`src/rx_decode_pkg.sv`:
```
// Purpose: shared constants, types and decode helpers for the rx path
// Assumes: plain register port, 16-bit register data
// Notes:   code-groups are written first-received bit first (msb)
package rx_decode_pkg;
  // register offsets
  localparam logic [7:0]  FALSE_CARRIER_OFFSET = 8'h14;
  localparam logic [7:0]  CTRL_OFFSET          = 8'h15;
  localparam logic [7:0]  ED_ON_OFFSET         = 8'h16;
  localparam logic [7:0]  ED_OFF_OFFSET        = 8'h17;
  localparam logic [7:0]  ED_LISTEN_OFFSET     = 8'h18;
  localparam logic [7:0]  STATUS_OFFSET        = 8'h19;
  // control fields and reset values
  localparam int          CTRL_RECOVERY_BIT    = 0;
  localparam int          CTRL_SYNC_FAIL_BIT   = 1;
  localparam int          CTRL_SPEED100_BIT    = 2;
  localparam logic [15:0] CTRL_RESET           = 16'h0004;
  localparam logic [15:0] ED_ON_RESET          = 16'h0030;
  localparam logic [15:0] ED_OFF_RESET         = 16'h0018;
  localparam logic [15:0] ED_LISTEN_RESET      = 16'h0040;
  localparam logic [15:0] FALSE_CARRIER_RESET  = 16'h0000;
  // code-groups and nibbles
  localparam logic [4:0]  CG_IDLE              = 5'h1F;
  localparam logic [4:0]  CG_J                 = 5'h18;
  localparam logic [4:0]  CG_K                 = 5'h11;
  localparam logic [4:0]  CG_T                 = 5'h0D;
  localparam logic [4:0]  CG_R                 = 5'h07;
  localparam logic [3:0]  PREAMBLE_NIBBLE      = 4'h5;
  localparam logic [3:0]  BAD_START_NIBBLE     = 4'hE;
  localparam logic [7:0]  SFD_BYTE             = 8'hD5;
  // equalizer, descrambler and detector constants (counts in symbols)
  localparam logic [7:0]  EQ_GAIN_RESET        = 8'h40;
  localparam logic [7:0]  EQ_STEP_FAST         = 8'h04;
  localparam logic [7:0]  EQ_STEP_SLOW         = 8'h01;
  localparam logic [11:0] EQ_FAST_SYMBOLS      = 12'h800;
  localparam logic [9:0]  EQ_TARGET            = 10'h040;
  localparam logic [9:0]  SLICE_LEVEL          = 10'h020;
  localparam logic [5:0]  LOCK_LOAD_BITS       = 6'h0B;
  localparam logic [5:0]  LOCK_DONE_BITS       = 6'h29;
  localparam logic [3:0]  MIN_IDLE_RUN         = 4'hA;
  localparam logic [2:0]  CAND_LAST_BIT        = 3'h6;
  localparam logic [2:0]  GROUP_LAST_BIT       = 3'h4;
  localparam int          ED_SHIFT             = 4;

  typedef enum logic [1:0] {
    RX_IDLE = 2'b00, RX_CAND = 2'b01, RX_PKT = 2'b11, RX_BAD = 2'b10
  } rx_state_t;

  typedef enum logic [1:0] {
    LINK_FAIL = 2'b00, LINK_UP = 2'b01, LINK_RECOVER = 2'b11
  } link_state_t;

  // 5b code-group to {valid, nibble}; control and invalid codes give valid 0
  function automatic logic [4:0] cg_decode(input logic [4:0] cg);
    logic [4:0] r;
    r = 5'h00;
    unique case (cg)
      5'h1E: r = 5'h10; 5'h09: r = 5'h11; 5'h14: r = 5'h12; 5'h15: r = 5'h13;
      5'h0A: r = 5'h14; 5'h0B: r = 5'h15; 5'h0E: r = 5'h16; 5'h0F: r = 5'h17;
      5'h12: r = 5'h18; 5'h13: r = 5'h19; 5'h16: r = 5'h1A; 5'h17: r = 5'h1B;
      5'h1A: r = 5'h1C; 5'h1B: r = 5'h1D; 5'h1C: r = 5'h1E; 5'h1D: r = 5'h1F;
      default: r = 5'h00;
    endcase
    return r;
  endfunction : cg_decode

  function automatic logic [9:0] mag10(input logic signed [9:0] v);
    return v[9] ? 10'(-v) : 10'(v);
  endfunction : mag10
endpackage : rx_decode_pkg

```
`src/rx_decode_path.sv`:
```
// Purpose: receive line decoding for a 10/100 phy: equalizer gain, mlt-3,
//          descrambler lock, code-group alignment, bad start, link monitor
// Assumes: symbol clock arrives as a pin and is sampled by sys_clk_in
// Notes:   mii nibbles are marked by a one-cycle strobe, not a clock
`timescale 1ns/1ps
module rx_decode_path
  import rx_decode_pkg::*;
#(
  parameter int SYNC_LOSS_BITS = 16384,
  parameter int RECOVER_TICKS  = 2000
)
(
  input  wire logic        sys_clk_in,
  input  wire logic        nrst_in,
  input  wire logic        link_clk_in,
  input  wire logic [7:0]  pair_a_in,
  input  wire logic [7:0]  pair_b_in,
  input  wire logic        mdix_in,
  input  wire logic        tx_bit_in,
  input  wire logic        ten_bit_in,
  input  wire logic        ten_carrier_in,
  input  wire logic [7:0]  addr_in,
  input  wire logic [15:0] wdata_in,
  input  wire logic        wr_in,
  input  wire logic        rd_in,
  output logic      [15:0] rdata_out,
  output logic      [3:0]  rxd_out,
  output logic             rx_dv_out,
  output logic             rx_er_out,
  output logic             crs_out,
  output logic             rx_strobe_out,
  output logic      [1:0]  tx_mlt3_out,
  output logic             tx_enable_out,
  output logic             link_up_out,
  output logic             signal_detect_out
);
  localparam logic [19:0] SYNC_LOSS_N = 20'(SYNC_LOSS_BITS);
  localparam logic [15:0] RECOVER_N   = 16'(RECOVER_TICKS);

  logic [20:0]        s1_q, s2_q;
  logic               lclk3_q, tick;
  logic signed [7:0]  samp;
  logic signed [16:0] prod;
  logic signed [9:0]  eq_q;
  logic [7:0]         gain_q, step;
  logic [11:0]        conv_q;
  logic [1:0]         lvl_q, lvl_d;
  logic               nrzi_q, nrzi_d, nrz, key, plain;
  logic [10:0]        lfsr_q;
  logic [5:0]         fill_q;
  logic               locked_q;
  logic [3:0]         run_q;
  logic [19:0]        wd_q;
  logic [14:0]        sh_q, sh_d;
  logic [2:0]         ph_q, ph_d;
  rx_state_t          st_q, st_d;
  logic [4:0]         prev_q, prev_d, dec;
  logic               kf_q, kf_d;
  logic               emit_v, emit_er, bad_inc;
  logic [3:0]         emit_n;
  logic [15:0]        fcc_q, ctrl_q, on_q, off_q, listen_q, lcnt_q;
  logic [9:0]         en_q, mag;
  logic signed [11:0] ed_diff;
  logic               sd_q;
  link_state_t        link_q;
  logic [15:0]        rec_q;
  logic [1:0]         txph_q, txph_d;
  logic               txnrzi_q, txnrzi_d;
  logic [7:0]         tsh_q, tsh_d;
  logic [3:0]         tnib_q, tnib_d;
  logic [1:0]         tcnt_q;
  logic               tal_q, t_emit;
  logic               speed100, rx_on;

  assign speed100 = ctrl_q[CTRL_SPEED100_BIT];
  assign rx_on    = locked_q & speed100;

  // two-flop synchronisers for every line-side pin (register port and reset are not synchronised); third flop finds clock edges
  always_ff @(posedge sys_clk_in or negedge nrst_in)
    if (!nrst_in)
    begin
      s1_q    <= '0;
      s2_q    <= '0;
      lclk3_q <= 1'b0;
    end
    else
    begin
      s1_q    <= {link_clk_in, pair_a_in, pair_b_in, mdix_in,
                  tx_bit_in, ten_bit_in, ten_carrier_in};
      s2_q    <= s1_q;
      lclk3_q <= s2_q[20];
    end

  assign tick = s2_q[20] & ~lclk3_q;
  assign samp = s2_q[3] ? $signed(s2_q[11:4]) : $signed(s2_q[19:12]);
  assign prod = samp * $signed({1'b0, gain_q});
  assign step = (conv_q < EQ_FAST_SYMBOLS) ? EQ_STEP_FAST : EQ_STEP_SLOW;
  assign mag  = mag10(eq_q);

  // equalizer: gain stepped toward target amplitude on signal symbols
  always_ff @(posedge sys_clk_in or negedge nrst_in)
    if (!nrst_in)
    begin
      eq_q   <= '0;
      gain_q <= EQ_GAIN_RESET;
      conv_q <= '0;
    end
    else if (tick)
    begin
      eq_q <= prod[15:6];
      // restart the fast schedule whenever energy is lost
      if (!sd_q)
        conv_q <= '0;
      else if (conv_q < EQ_FAST_SYMBOLS)
        conv_q <= conv_q + 12'h001;
      if (mag > SLICE_LEVEL && mag > EQ_TARGET && gain_q >= step)
        gain_q <= gain_q - step;
      else if (mag > SLICE_LEVEL && mag < EQ_TARGET && gain_q <= 8'hFF - step)
        gain_q <= gain_q + step;
    end

  // slicer and line decode: a level change is a one
  always_comb
  begin
    if (eq_q > $signed(SLICE_LEVEL))
      lvl_d = 2'b01;
    else if (eq_q < -$signed(SLICE_LEVEL))
      lvl_d = 2'b11;
    else
      lvl_d = 2'b00;
  end
  assign nrzi_d = (lvl_d != lvl_q);
  assign nrz    = nrzi_d ^ nrzi_q;
  assign key    = lfsr_q[10] ^ lfsr_q[8];
  assign plain  = nrz ^ key;
  assign sh_d   = {sh_q[13:0], plain};

  always_ff @(posedge sys_clk_in or negedge nrst_in)
    if (!nrst_in)
    begin
      lvl_q  <= 2'b00;
      nrzi_q <= 1'b0;
    end
    else if (tick)
    begin
      lvl_q  <= lvl_d;
      nrzi_q <= nrzi_d;
    end

  // descrambler: idles are all ones, so inverted line bits load the state
  always_ff @(posedge sys_clk_in or negedge nrst_in)
    if (!nrst_in)
    begin
      lfsr_q   <= '0;
      fill_q   <= '0;
      locked_q <= 1'b0;
      run_q    <= '0;
      wd_q     <= '0;
    end
    else if (tick)
    begin
      run_q <= plain ? ((run_q < MIN_IDLE_RUN) ? run_q + 4'h1 : run_q) : 4'h0;
      if (!sd_q)
      begin
        locked_q <= 1'b0;
        fill_q   <= '0;
      end
      else if (!locked_q)
      begin
        if (fill_q < LOCK_LOAD_BITS)
        begin
          lfsr_q <= {lfsr_q[9:0], ~nrz};
          fill_q <= fill_q + 6'h01;
        end
        else if (!plain)
        begin
          lfsr_q <= {lfsr_q[9:0], ~nrz};
          fill_q <= 6'h01;
        end
        else
        begin
          lfsr_q <= {lfsr_q[9:0], key};
          fill_q <= fill_q + 6'h01;
          locked_q <= (fill_q == LOCK_DONE_BITS - 6'h01);
          wd_q <= '0;
        end
      end
      else
      begin
        lfsr_q <= {lfsr_q[9:0], key};
        // a run of idle ones proves the key is still right
        if (run_q == MIN_IDLE_RUN)
          wd_q <= '0;
        else if (wd_q == SYNC_LOSS_N)
        begin
          locked_q <= 1'b0;
          fill_q   <= '0;
        end
        else
          wd_q <= wd_q + 20'h00001;
      end
    end

  // alignment and code-group decision, valid on a symbol tick
  always_comb
  begin
    st_d    = st_q;
    ph_d    = (ph_q == GROUP_LAST_BIT) ? 3'h0 : ph_q + 3'h1;
    prev_d  = prev_q;
    kf_d    = kf_q;
    emit_v  = 1'b0;
    emit_n  = 4'h0;
    emit_er = 1'b0;
    bad_inc = 1'b0;
    dec     = cg_decode(prev_q);
    unique case (st_q)
      RX_IDLE:
        if (run_q == MIN_IDLE_RUN && !plain)
        begin
          st_d = RX_CAND;
          ph_d = 3'h0;
        end
      RX_CAND:
        if (ph_q != CAND_LAST_BIT)
          ph_d = ph_q + 3'h1;
        else if (sh_d == {CG_IDLE, CG_J, CG_K})
        begin
          st_d   = RX_PKT;
          ph_d   = 3'h0;
          emit_v = 1'b1;
          emit_n = PREAMBLE_NIBBLE;
          prev_d = CG_K;
          kf_d   = 1'b1;
        end
        else
        begin
          st_d    = RX_BAD;
          ph_d    = 3'h0;
          emit_v  = 1'b1;
          emit_n  = BAD_START_NIBBLE;
          emit_er = 1'b1;
          bad_inc = 1'b1;
        end
      RX_PKT:
        if (ph_q == GROUP_LAST_BIT)
        begin
          if (sh_d[9:0] == {CG_T, CG_R} || sh_d[9:0] == {CG_IDLE, CG_IDLE})
            st_d = RX_IDLE;
          else
          begin
            emit_v  = 1'b1;
            emit_n  = kf_q ? PREAMBLE_NIBBLE : dec[3:0];
            emit_er = ~kf_q & ~dec[4];
            prev_d  = sh_d[4:0];
            kf_d    = 1'b0;
          end
        end
      RX_BAD:
        if (ph_q == GROUP_LAST_BIT)
        begin
          if (sh_d[9:0] == {CG_IDLE, CG_IDLE})
            st_d = RX_IDLE;
          else
          begin
            emit_v  = 1'b1;
            emit_n  = BAD_START_NIBBLE;
            emit_er = 1'b1;
            bad_inc = 1'b1;
          end
        end
    endcase
  end

  // receive state is held idle while the descrambler is out of lock
  always_ff @(posedge sys_clk_in or negedge nrst_in)
    if (!nrst_in)
    begin
      st_q   <= RX_IDLE;
      ph_q   <= '0;
      sh_q   <= '0;
      prev_q <= '0;
      kf_q   <= 1'b0;
    end
    else if (tick)
    begin
      sh_q   <= sh_d;
      st_q   <= rx_on ? st_d : RX_IDLE;
      ph_q   <= ph_d;
      prev_q <= prev_d;
      kf_q   <= kf_d;
    end

  // false carrier count, saturating so software never sees a wrap
  always_ff @(posedge sys_clk_in or negedge nrst_in)
    if (!nrst_in)
      fcc_q <= FALSE_CARRIER_RESET;
    else if (tick && rx_on && bad_inc && fcc_q != 16'hFFFF)
      fcc_q <= fcc_q + 16'h0001;

  // 10m path: hunt for the frame delimiter, then gather nibbles lsb first
  assign tsh_d  = {s2_q[1], tsh_q[7:1]};
  assign tnib_d = {s2_q[1], tnib_q[3:1]};
  assign t_emit = tick & !speed100 & tal_q & s2_q[0] & (tcnt_q == 2'h3);

  always_ff @(posedge sys_clk_in or negedge nrst_in)
    if (!nrst_in)
    begin
      tsh_q  <= '0;
      tnib_q <= '0;
      tcnt_q <= '0;
      tal_q  <= 1'b0;
    end
    else if (tick && !speed100)
    begin
      if (!s2_q[0])
      begin
        tal_q <= 1'b0;
        tsh_q <= '0;
      end
      else if (!tal_q)
      begin
        tsh_q  <= tsh_d;
        tal_q  <= (tsh_d == SFD_BYTE);
        tcnt_q <= '0;
      end
      else
      begin
        tnib_q <= tnib_d;
        tcnt_q <= tcnt_q + 2'h1;
      end
    end

  // mii outputs, one flop stage from either speed path
  always_ff @(posedge sys_clk_in or negedge nrst_in)
    if (!nrst_in)
    begin
      rxd_out       <= 4'h0;
      rx_dv_out     <= 1'b0;
      rx_er_out     <= 1'b0;
      crs_out       <= 1'b0;
      rx_strobe_out <= 1'b0;
    end
    else
    begin
      rx_strobe_out <= 1'b0;
      if (!speed100)
      begin
        rx_dv_out <= tal_q & s2_q[0];
        crs_out   <= s2_q[0];
        rx_er_out <= 1'b0;
        if (t_emit)
        begin
          rxd_out       <= tnib_d;
          rx_strobe_out <= 1'b1;
        end
      end
      else if (!locked_q)
      begin
        rx_dv_out <= 1'b0;
        crs_out   <= 1'b0;
        rx_er_out <= 1'b0;
      end
      else if (tick)
      begin
        rx_dv_out <= (st_d == RX_PKT);
        crs_out   <= (st_d != RX_IDLE);
        if (st_d == RX_IDLE)
          rx_er_out <= 1'b0;
        if (emit_v)
        begin
          rxd_out       <= emit_n;
          rx_er_out     <= emit_er;
          rx_strobe_out <= 1'b1;
        end
      end
    end

  // energy detector: iir average of magnitude, hysteresis and listen time
  assign ed_diff = $signed({2'b00, mag}) - $signed({2'b00, en_q});

  always_ff @(posedge sys_clk_in or negedge nrst_in)
    if (!nrst_in)
    begin
      en_q   <= '0;
      sd_q   <= 1'b0;
      lcnt_q <= '0;
    end
    else if (tick)
    begin
      en_q <= 10'($signed({2'b00, en_q}) + (ed_diff >>> ED_SHIFT));
      // the opposite threshold must hold for the whole listen time
      if (sd_q ? ({6'h00, en_q} < off_q) : ({6'h00, en_q} > on_q))
      begin
        if (lcnt_q >= listen_q)
        begin
          sd_q   <= ~sd_q;
          lcnt_q <= '0;
        end
        else
          lcnt_q <= lcnt_q + 16'h0001;
      end
      else
        lcnt_q <= '0;
    end

  // link monitor with its two optional extensions
  always_ff @(posedge sys_clk_in or negedge nrst_in)
    if (!nrst_in)
    begin
      link_q <= LINK_FAIL;
      rec_q  <= '0;
    end
    else
    begin
      rec_q <= '0;
      unique case (link_q)
        LINK_FAIL:
          if (sd_q && locked_q)
            link_q <= LINK_UP;
        LINK_UP:
          if (!sd_q)
            link_q <= ctrl_q[CTRL_RECOVERY_BIT] ? LINK_RECOVER : LINK_FAIL;
          else if (ctrl_q[CTRL_SYNC_FAIL_BIT] && !locked_q)
            link_q <= LINK_FAIL;
        LINK_RECOVER:
          if (sd_q && locked_q)
            link_q <= LINK_UP;
          else if (rec_q == RECOVER_N)
            link_q <= LINK_FAIL;
          else
            rec_q <= rec_q + 16'h0001;
      endcase
    end

  // transmit line encoder: nrzi first, three-level code steps on each nrzi one
  assign txnrzi_d = txnrzi_q ^ s2_q[2];
  assign txph_d   = txnrzi_d ? txph_q + 2'h1 : txph_q;

  always_ff @(posedge sys_clk_in or negedge nrst_in)
    if (!nrst_in)
    begin
      txnrzi_q    <= 1'b0;
      txph_q      <= 2'h0;
      tx_mlt3_out <= 2'b00;
    end
    else if (tick)
    begin
      txnrzi_q    <= txnrzi_d;
      txph_q      <= txph_d;
      tx_mlt3_out <= txph_d[0] ? {txph_d[1], 1'b1} : 2'b00;
    end

  // status flops
  always_ff @(posedge sys_clk_in or negedge nrst_in)
    if (!nrst_in)
    begin
      tx_enable_out     <= 1'b0;
      link_up_out       <= 1'b0;
      signal_detect_out <= 1'b0;
    end
    else
    begin
      tx_enable_out     <= locked_q;
      link_up_out       <= (link_q == LINK_UP);
      signal_detect_out <= sd_q;
    end

  // register writes; extensions come out of reset bypassed
  always_ff @(posedge sys_clk_in or negedge nrst_in)
    if (!nrst_in)
    begin
      ctrl_q   <= CTRL_RESET;
      on_q     <= ED_ON_RESET;
      off_q    <= ED_OFF_RESET;
      listen_q <= ED_LISTEN_RESET;
    end
    else if (wr_in)
    begin
      if (addr_in == CTRL_OFFSET)
        ctrl_q <= {13'h0000, wdata_in[2:0]};
      if (addr_in == ED_ON_OFFSET)
        on_q <= wdata_in;
      if (addr_in == ED_OFF_OFFSET)
        off_q <= wdata_in;
      if (addr_in == ED_LISTEN_OFFSET)
        listen_q <= wdata_in;
    end

  // read data stand only in the cycle after the strobe
  always_ff @(posedge sys_clk_in or negedge nrst_in)
    if (!nrst_in)
      rdata_out <= 16'h0000;
    else if (!rd_in)
      rdata_out <= 16'h0000;
    else
      unique case (addr_in)
        FALSE_CARRIER_OFFSET: rdata_out <= fcc_q;
        CTRL_OFFSET:          rdata_out <= ctrl_q;
        ED_ON_OFFSET:         rdata_out <= on_q;
        ED_OFF_OFFSET:        rdata_out <= off_q;
        ED_LISTEN_OFFSET:     rdata_out <= listen_q;
        STATUS_OFFSET:        rdata_out <= {9'h000, link_q, st_q, 1'b0, sd_q, locked_q};
        default:              rdata_out <= 16'h0000;
      endcase
endmodule : rx_decode_path

```
`config.mk`:
```
export PLATFORM = sky130hd
export DESIGN_NAME = rx_decode_path
export DESIGN_NICKNAME = d
export VERILOG_FILES = /design/src/rx_decode_pkg.sv /design/src/rx_decode_path.sv
export SDC_FILE = /design/constraint.sdc
export NUM_CORES = 1
export LEC_CHECK = 0
export BUFFER_PORTS_ARGS = -buffer_cell sky130_fd_sc_hd__clkbuf_2
export CORE_MARGIN = 2
export CORE_UTILIZATION = 45
export DETAILED_ROUTE_END_ITERATION = 12
export GPL_TIMING_DRIVEN = 0
export HOLD_SLACK_MARGIN = 0.06
export PLACE_DENSITY = 0.7
export SYNTH_ARGS = -nofsm -noshare
export SYNTH_HDL_FRONTEND = slang
export SYNTH_SLANG_ARGS = --single-unit
```
`constraint.sdc`:
```
create_clock -name sys_clk_in -period 4.8 [get_ports sys_clk_in]
set_input_delay 0.96 -clock sys_clk_in [delete_from_list [all_inputs] [get_ports sys_clk_in]]
set_output_delay 0.96 -clock sys_clk_in [all_outputs]
set_load 0.01 [all_outputs]
```
==> metrics.cfg <==
[timing]
tightest_slew_ns = 0.931
slew_viol_final = 0
hold_violations = 0
skew_ns = 0.0180
worst_hold_slack_ns = 0.345
post-route-min-period_ns = 4.70
setup_viol = 0
rsz0062_at_grt = yes
relSlewSlack_pct = 37.9
maxClockFrequency_mhz = 213
fin_crit_sh_pct = 97.9
setup_tns_ns = 0
postLayoutSetupSlackWorst_ns = 0.101

[yosys]
avgSynthCellArea_um2 = 9.77
synth_cells = 1766
ys_seq_elements = 299
syn_area_um2 = 17300
synth.top_cell.area_share_pct = 42.3
yosysUniqueCellTypes = 79
synth_most_common_cell = dfrtp_1
yosys.area.top_type = dfrtp_1
synthFlopType = dfrtp_1
ys_async_sr_fraction_pct = 100
syn_nets = 1972
synth_area_leaders = dfrtp_1, ha_1, nand2_1, o21ai_0, fa_1
yosysSeqAreaShare_pct = 43.4
synth_enable_flop_cells = 0
yosys_warnings = 0
netlist_top_cells_count = dfrtp_1, nand2_1, o21ai_0

[global_route]
grt_pass1_wl_mm = 67.6
grt_start_max_net_pins = 116
globalRouteTotalUtil_pct = 21.1
first_global_vias = 13200
antenna_found_initial = 0
grt_overflow = 0

[clock_network]
cts.path.max_buffers = 3
cts_num_sinks = 299
numCtsBuffers = 36
htreeDepth = 2
path_clk_slew_ns = 0.06
cts_root_buf = clkbuf_16
worstSkewPairLatency_ns = 0.56
cts_tree = yes
cts_hold_buf = 0

[final_layout]
final_util_pct = 52.7
syn2layout_area_growth_pct = 15.4
nFillCells = 3384
nets = 2103
diodes = 0
final_cells = 2435
fin_area_um2 = 19900
drive_gt1_share_pct = 14.3

[critical_path]
reg2reg_slack_ns = 0.10
rr_worst_depth = 16
startpoint_type = flip-flop
cp.required_ns = 5.23
end_kind = flip-flop
worst-path-stages = 16
crit_family = adder cells
critPathMaxFanout = 5
slowest_delay_ns = 0.58
path_class = reg2reg
arrival_ns = 5.13
cp_num_buf_inv = 2
crit_path_frequent_cell = fa_1
slowest_stage = fa_1
cp_cell_sequence = clkbuf_16 -> mux2i_4 -> or2_2 -> fa_1 -> inv_1 -> fa_1 -> fa_1 -> fa_1 -> ha_4 -> a21oi_2 -> o21ai_2 -> a41oi_2 -> nand2b_1 -> o31a_1 -> xnor2_1 -> o21ai_1

[placement]
dpl.hpwl_mm = 29.3
gp_congestion = 0.868
dp_cells = 2356
dp_slack_ns = -0.661
io_buffer_count = 77
dpl_cell_area_um2 = 18400

[detailed_routing]
ant_nets = 0
drc = 0
drtIter0Drc = 865
wl_mm = 40.5
vias = 13500
first_pass_iters = 7
post_drt_wl_per_cell_um = 16.6
vias_per_cell = 5.53

[floorplan]
row_count = 71
core_area_um2 = 37800
die_h_um = 200
start_util_pct = 45.7
ioPinCount = 78
die_area_um2 = 39900
die_w_um = 200

[power]
power.density_nw_per_um2 = 558
peakVddDrop_uv = 468
finalPower_mw = 11.1
p_leak_nw = 9.44

[hold_path]
hold_class = reg2reg
hold_depth = 0

[outcome]
status = finished clean

[run]
drv_cap = 0

-- report_power, final --
part | total, mW | leakage, nW | switching [mW] | internal, mW
Combinational | 5.13 | 4.92 | 2.77 | 2.36
Sequential | 3.08 | 3.90 | 0.296 | 2.79
Clock | 2.89 | 0.615 | 1.12 | 1.77
Total | 11.1 | 9.44 | 4.19 | 6.92
-- kinds of logic after synthesis --
group           after synthesis  synth area share, %
flops                       299                 43.4
simple gates                571                 15.9
xor+xnor                     78                 4.13
buf+inv                     205                 4.94
mux                          65                 4.26
compound gates              391                 14.4
fa+ha+maj                   157                 12.9
-- final cells by class --
type	count	area [um2]	area share, %
clock buffers	52	1060	5.34
plain buffers	63	340	1.71
well taps	511	639	3.21
inverters	140	526	2.64
flip-flops and latches	299	7490	37.6
multi-input cells	1262	9070	45.6
repair buffers	95	573	2.88
clock inverters	13	206	1.04
-- cells in the final DEF, fill, tap and decap left out, types with 37 or more instances in the layout --
cell         n
clkbuf_16   38
clkbuf_2    76
nand3_1     48
xnor2_1     39
nand2_1    209
xor2_1      37
clkbuf_1    52
o21ai_0    145
dfrtp_1    291
nor2_1     114
ha_1       117
mux2_2      53
inv_1      137
a21oi_1     58
-- state kept, by name (all words and copies together) (netlist names), 7 cells and up --
signal / count
s2_q: 21
off_q: 16
lfsr_q: 11
eq_q: 10
fcc_q: 16
en_q: 10
lcnt_q: 16
wd_q: 20
on_q: 16
sh_q: 14
s1_q: 21
tsh_q: 7
rec_q: 16
conv_q: 12
rdata_out: 16
listen_q: 16
gain_q: 8
-- worst paths after layout --
path                                    from                      to
min reg2reg                s1_q[6]$_DFF_PN0_       s2_q[6]$_DFF_PN0_
max reg2reg                s2_q[3]$_DFF_PN0_     eq_q[9]$_DFFE_PN0P_
min                        s1_q[6]$_DFF_PN0_       s2_q[6]$_DFF_PN0_
max                        s2_q[3]$_DFF_PN0_     eq_q[9]$_DFFE_PN0P_
min in group asynchronous            nrst_in  rdata_out[5]$_DFF_PN0_
max in group asynchronous            nrst_in       s2_q[3]$_DFF_PN0_
-- per-layer routing --
metal  global-route usage, %  part of all wire (%)  vias to the layer above
li1                        -                     -                     6438
met5                       0                     0                        -
met4                    6.89                   2.7                        0
met2                    34.0                    47                      331
met1                    29.0                    45                     6624
met3                    3.73                   5.4                       74
-- repair_timing --
item	CTS	global route
pin swaps	3	16
buffers inserted	4	11
gates resized for setup	16	17
setup endpoints to repair	6	4
gates cloned	0	1
Power figures use the tool's default switching activity.
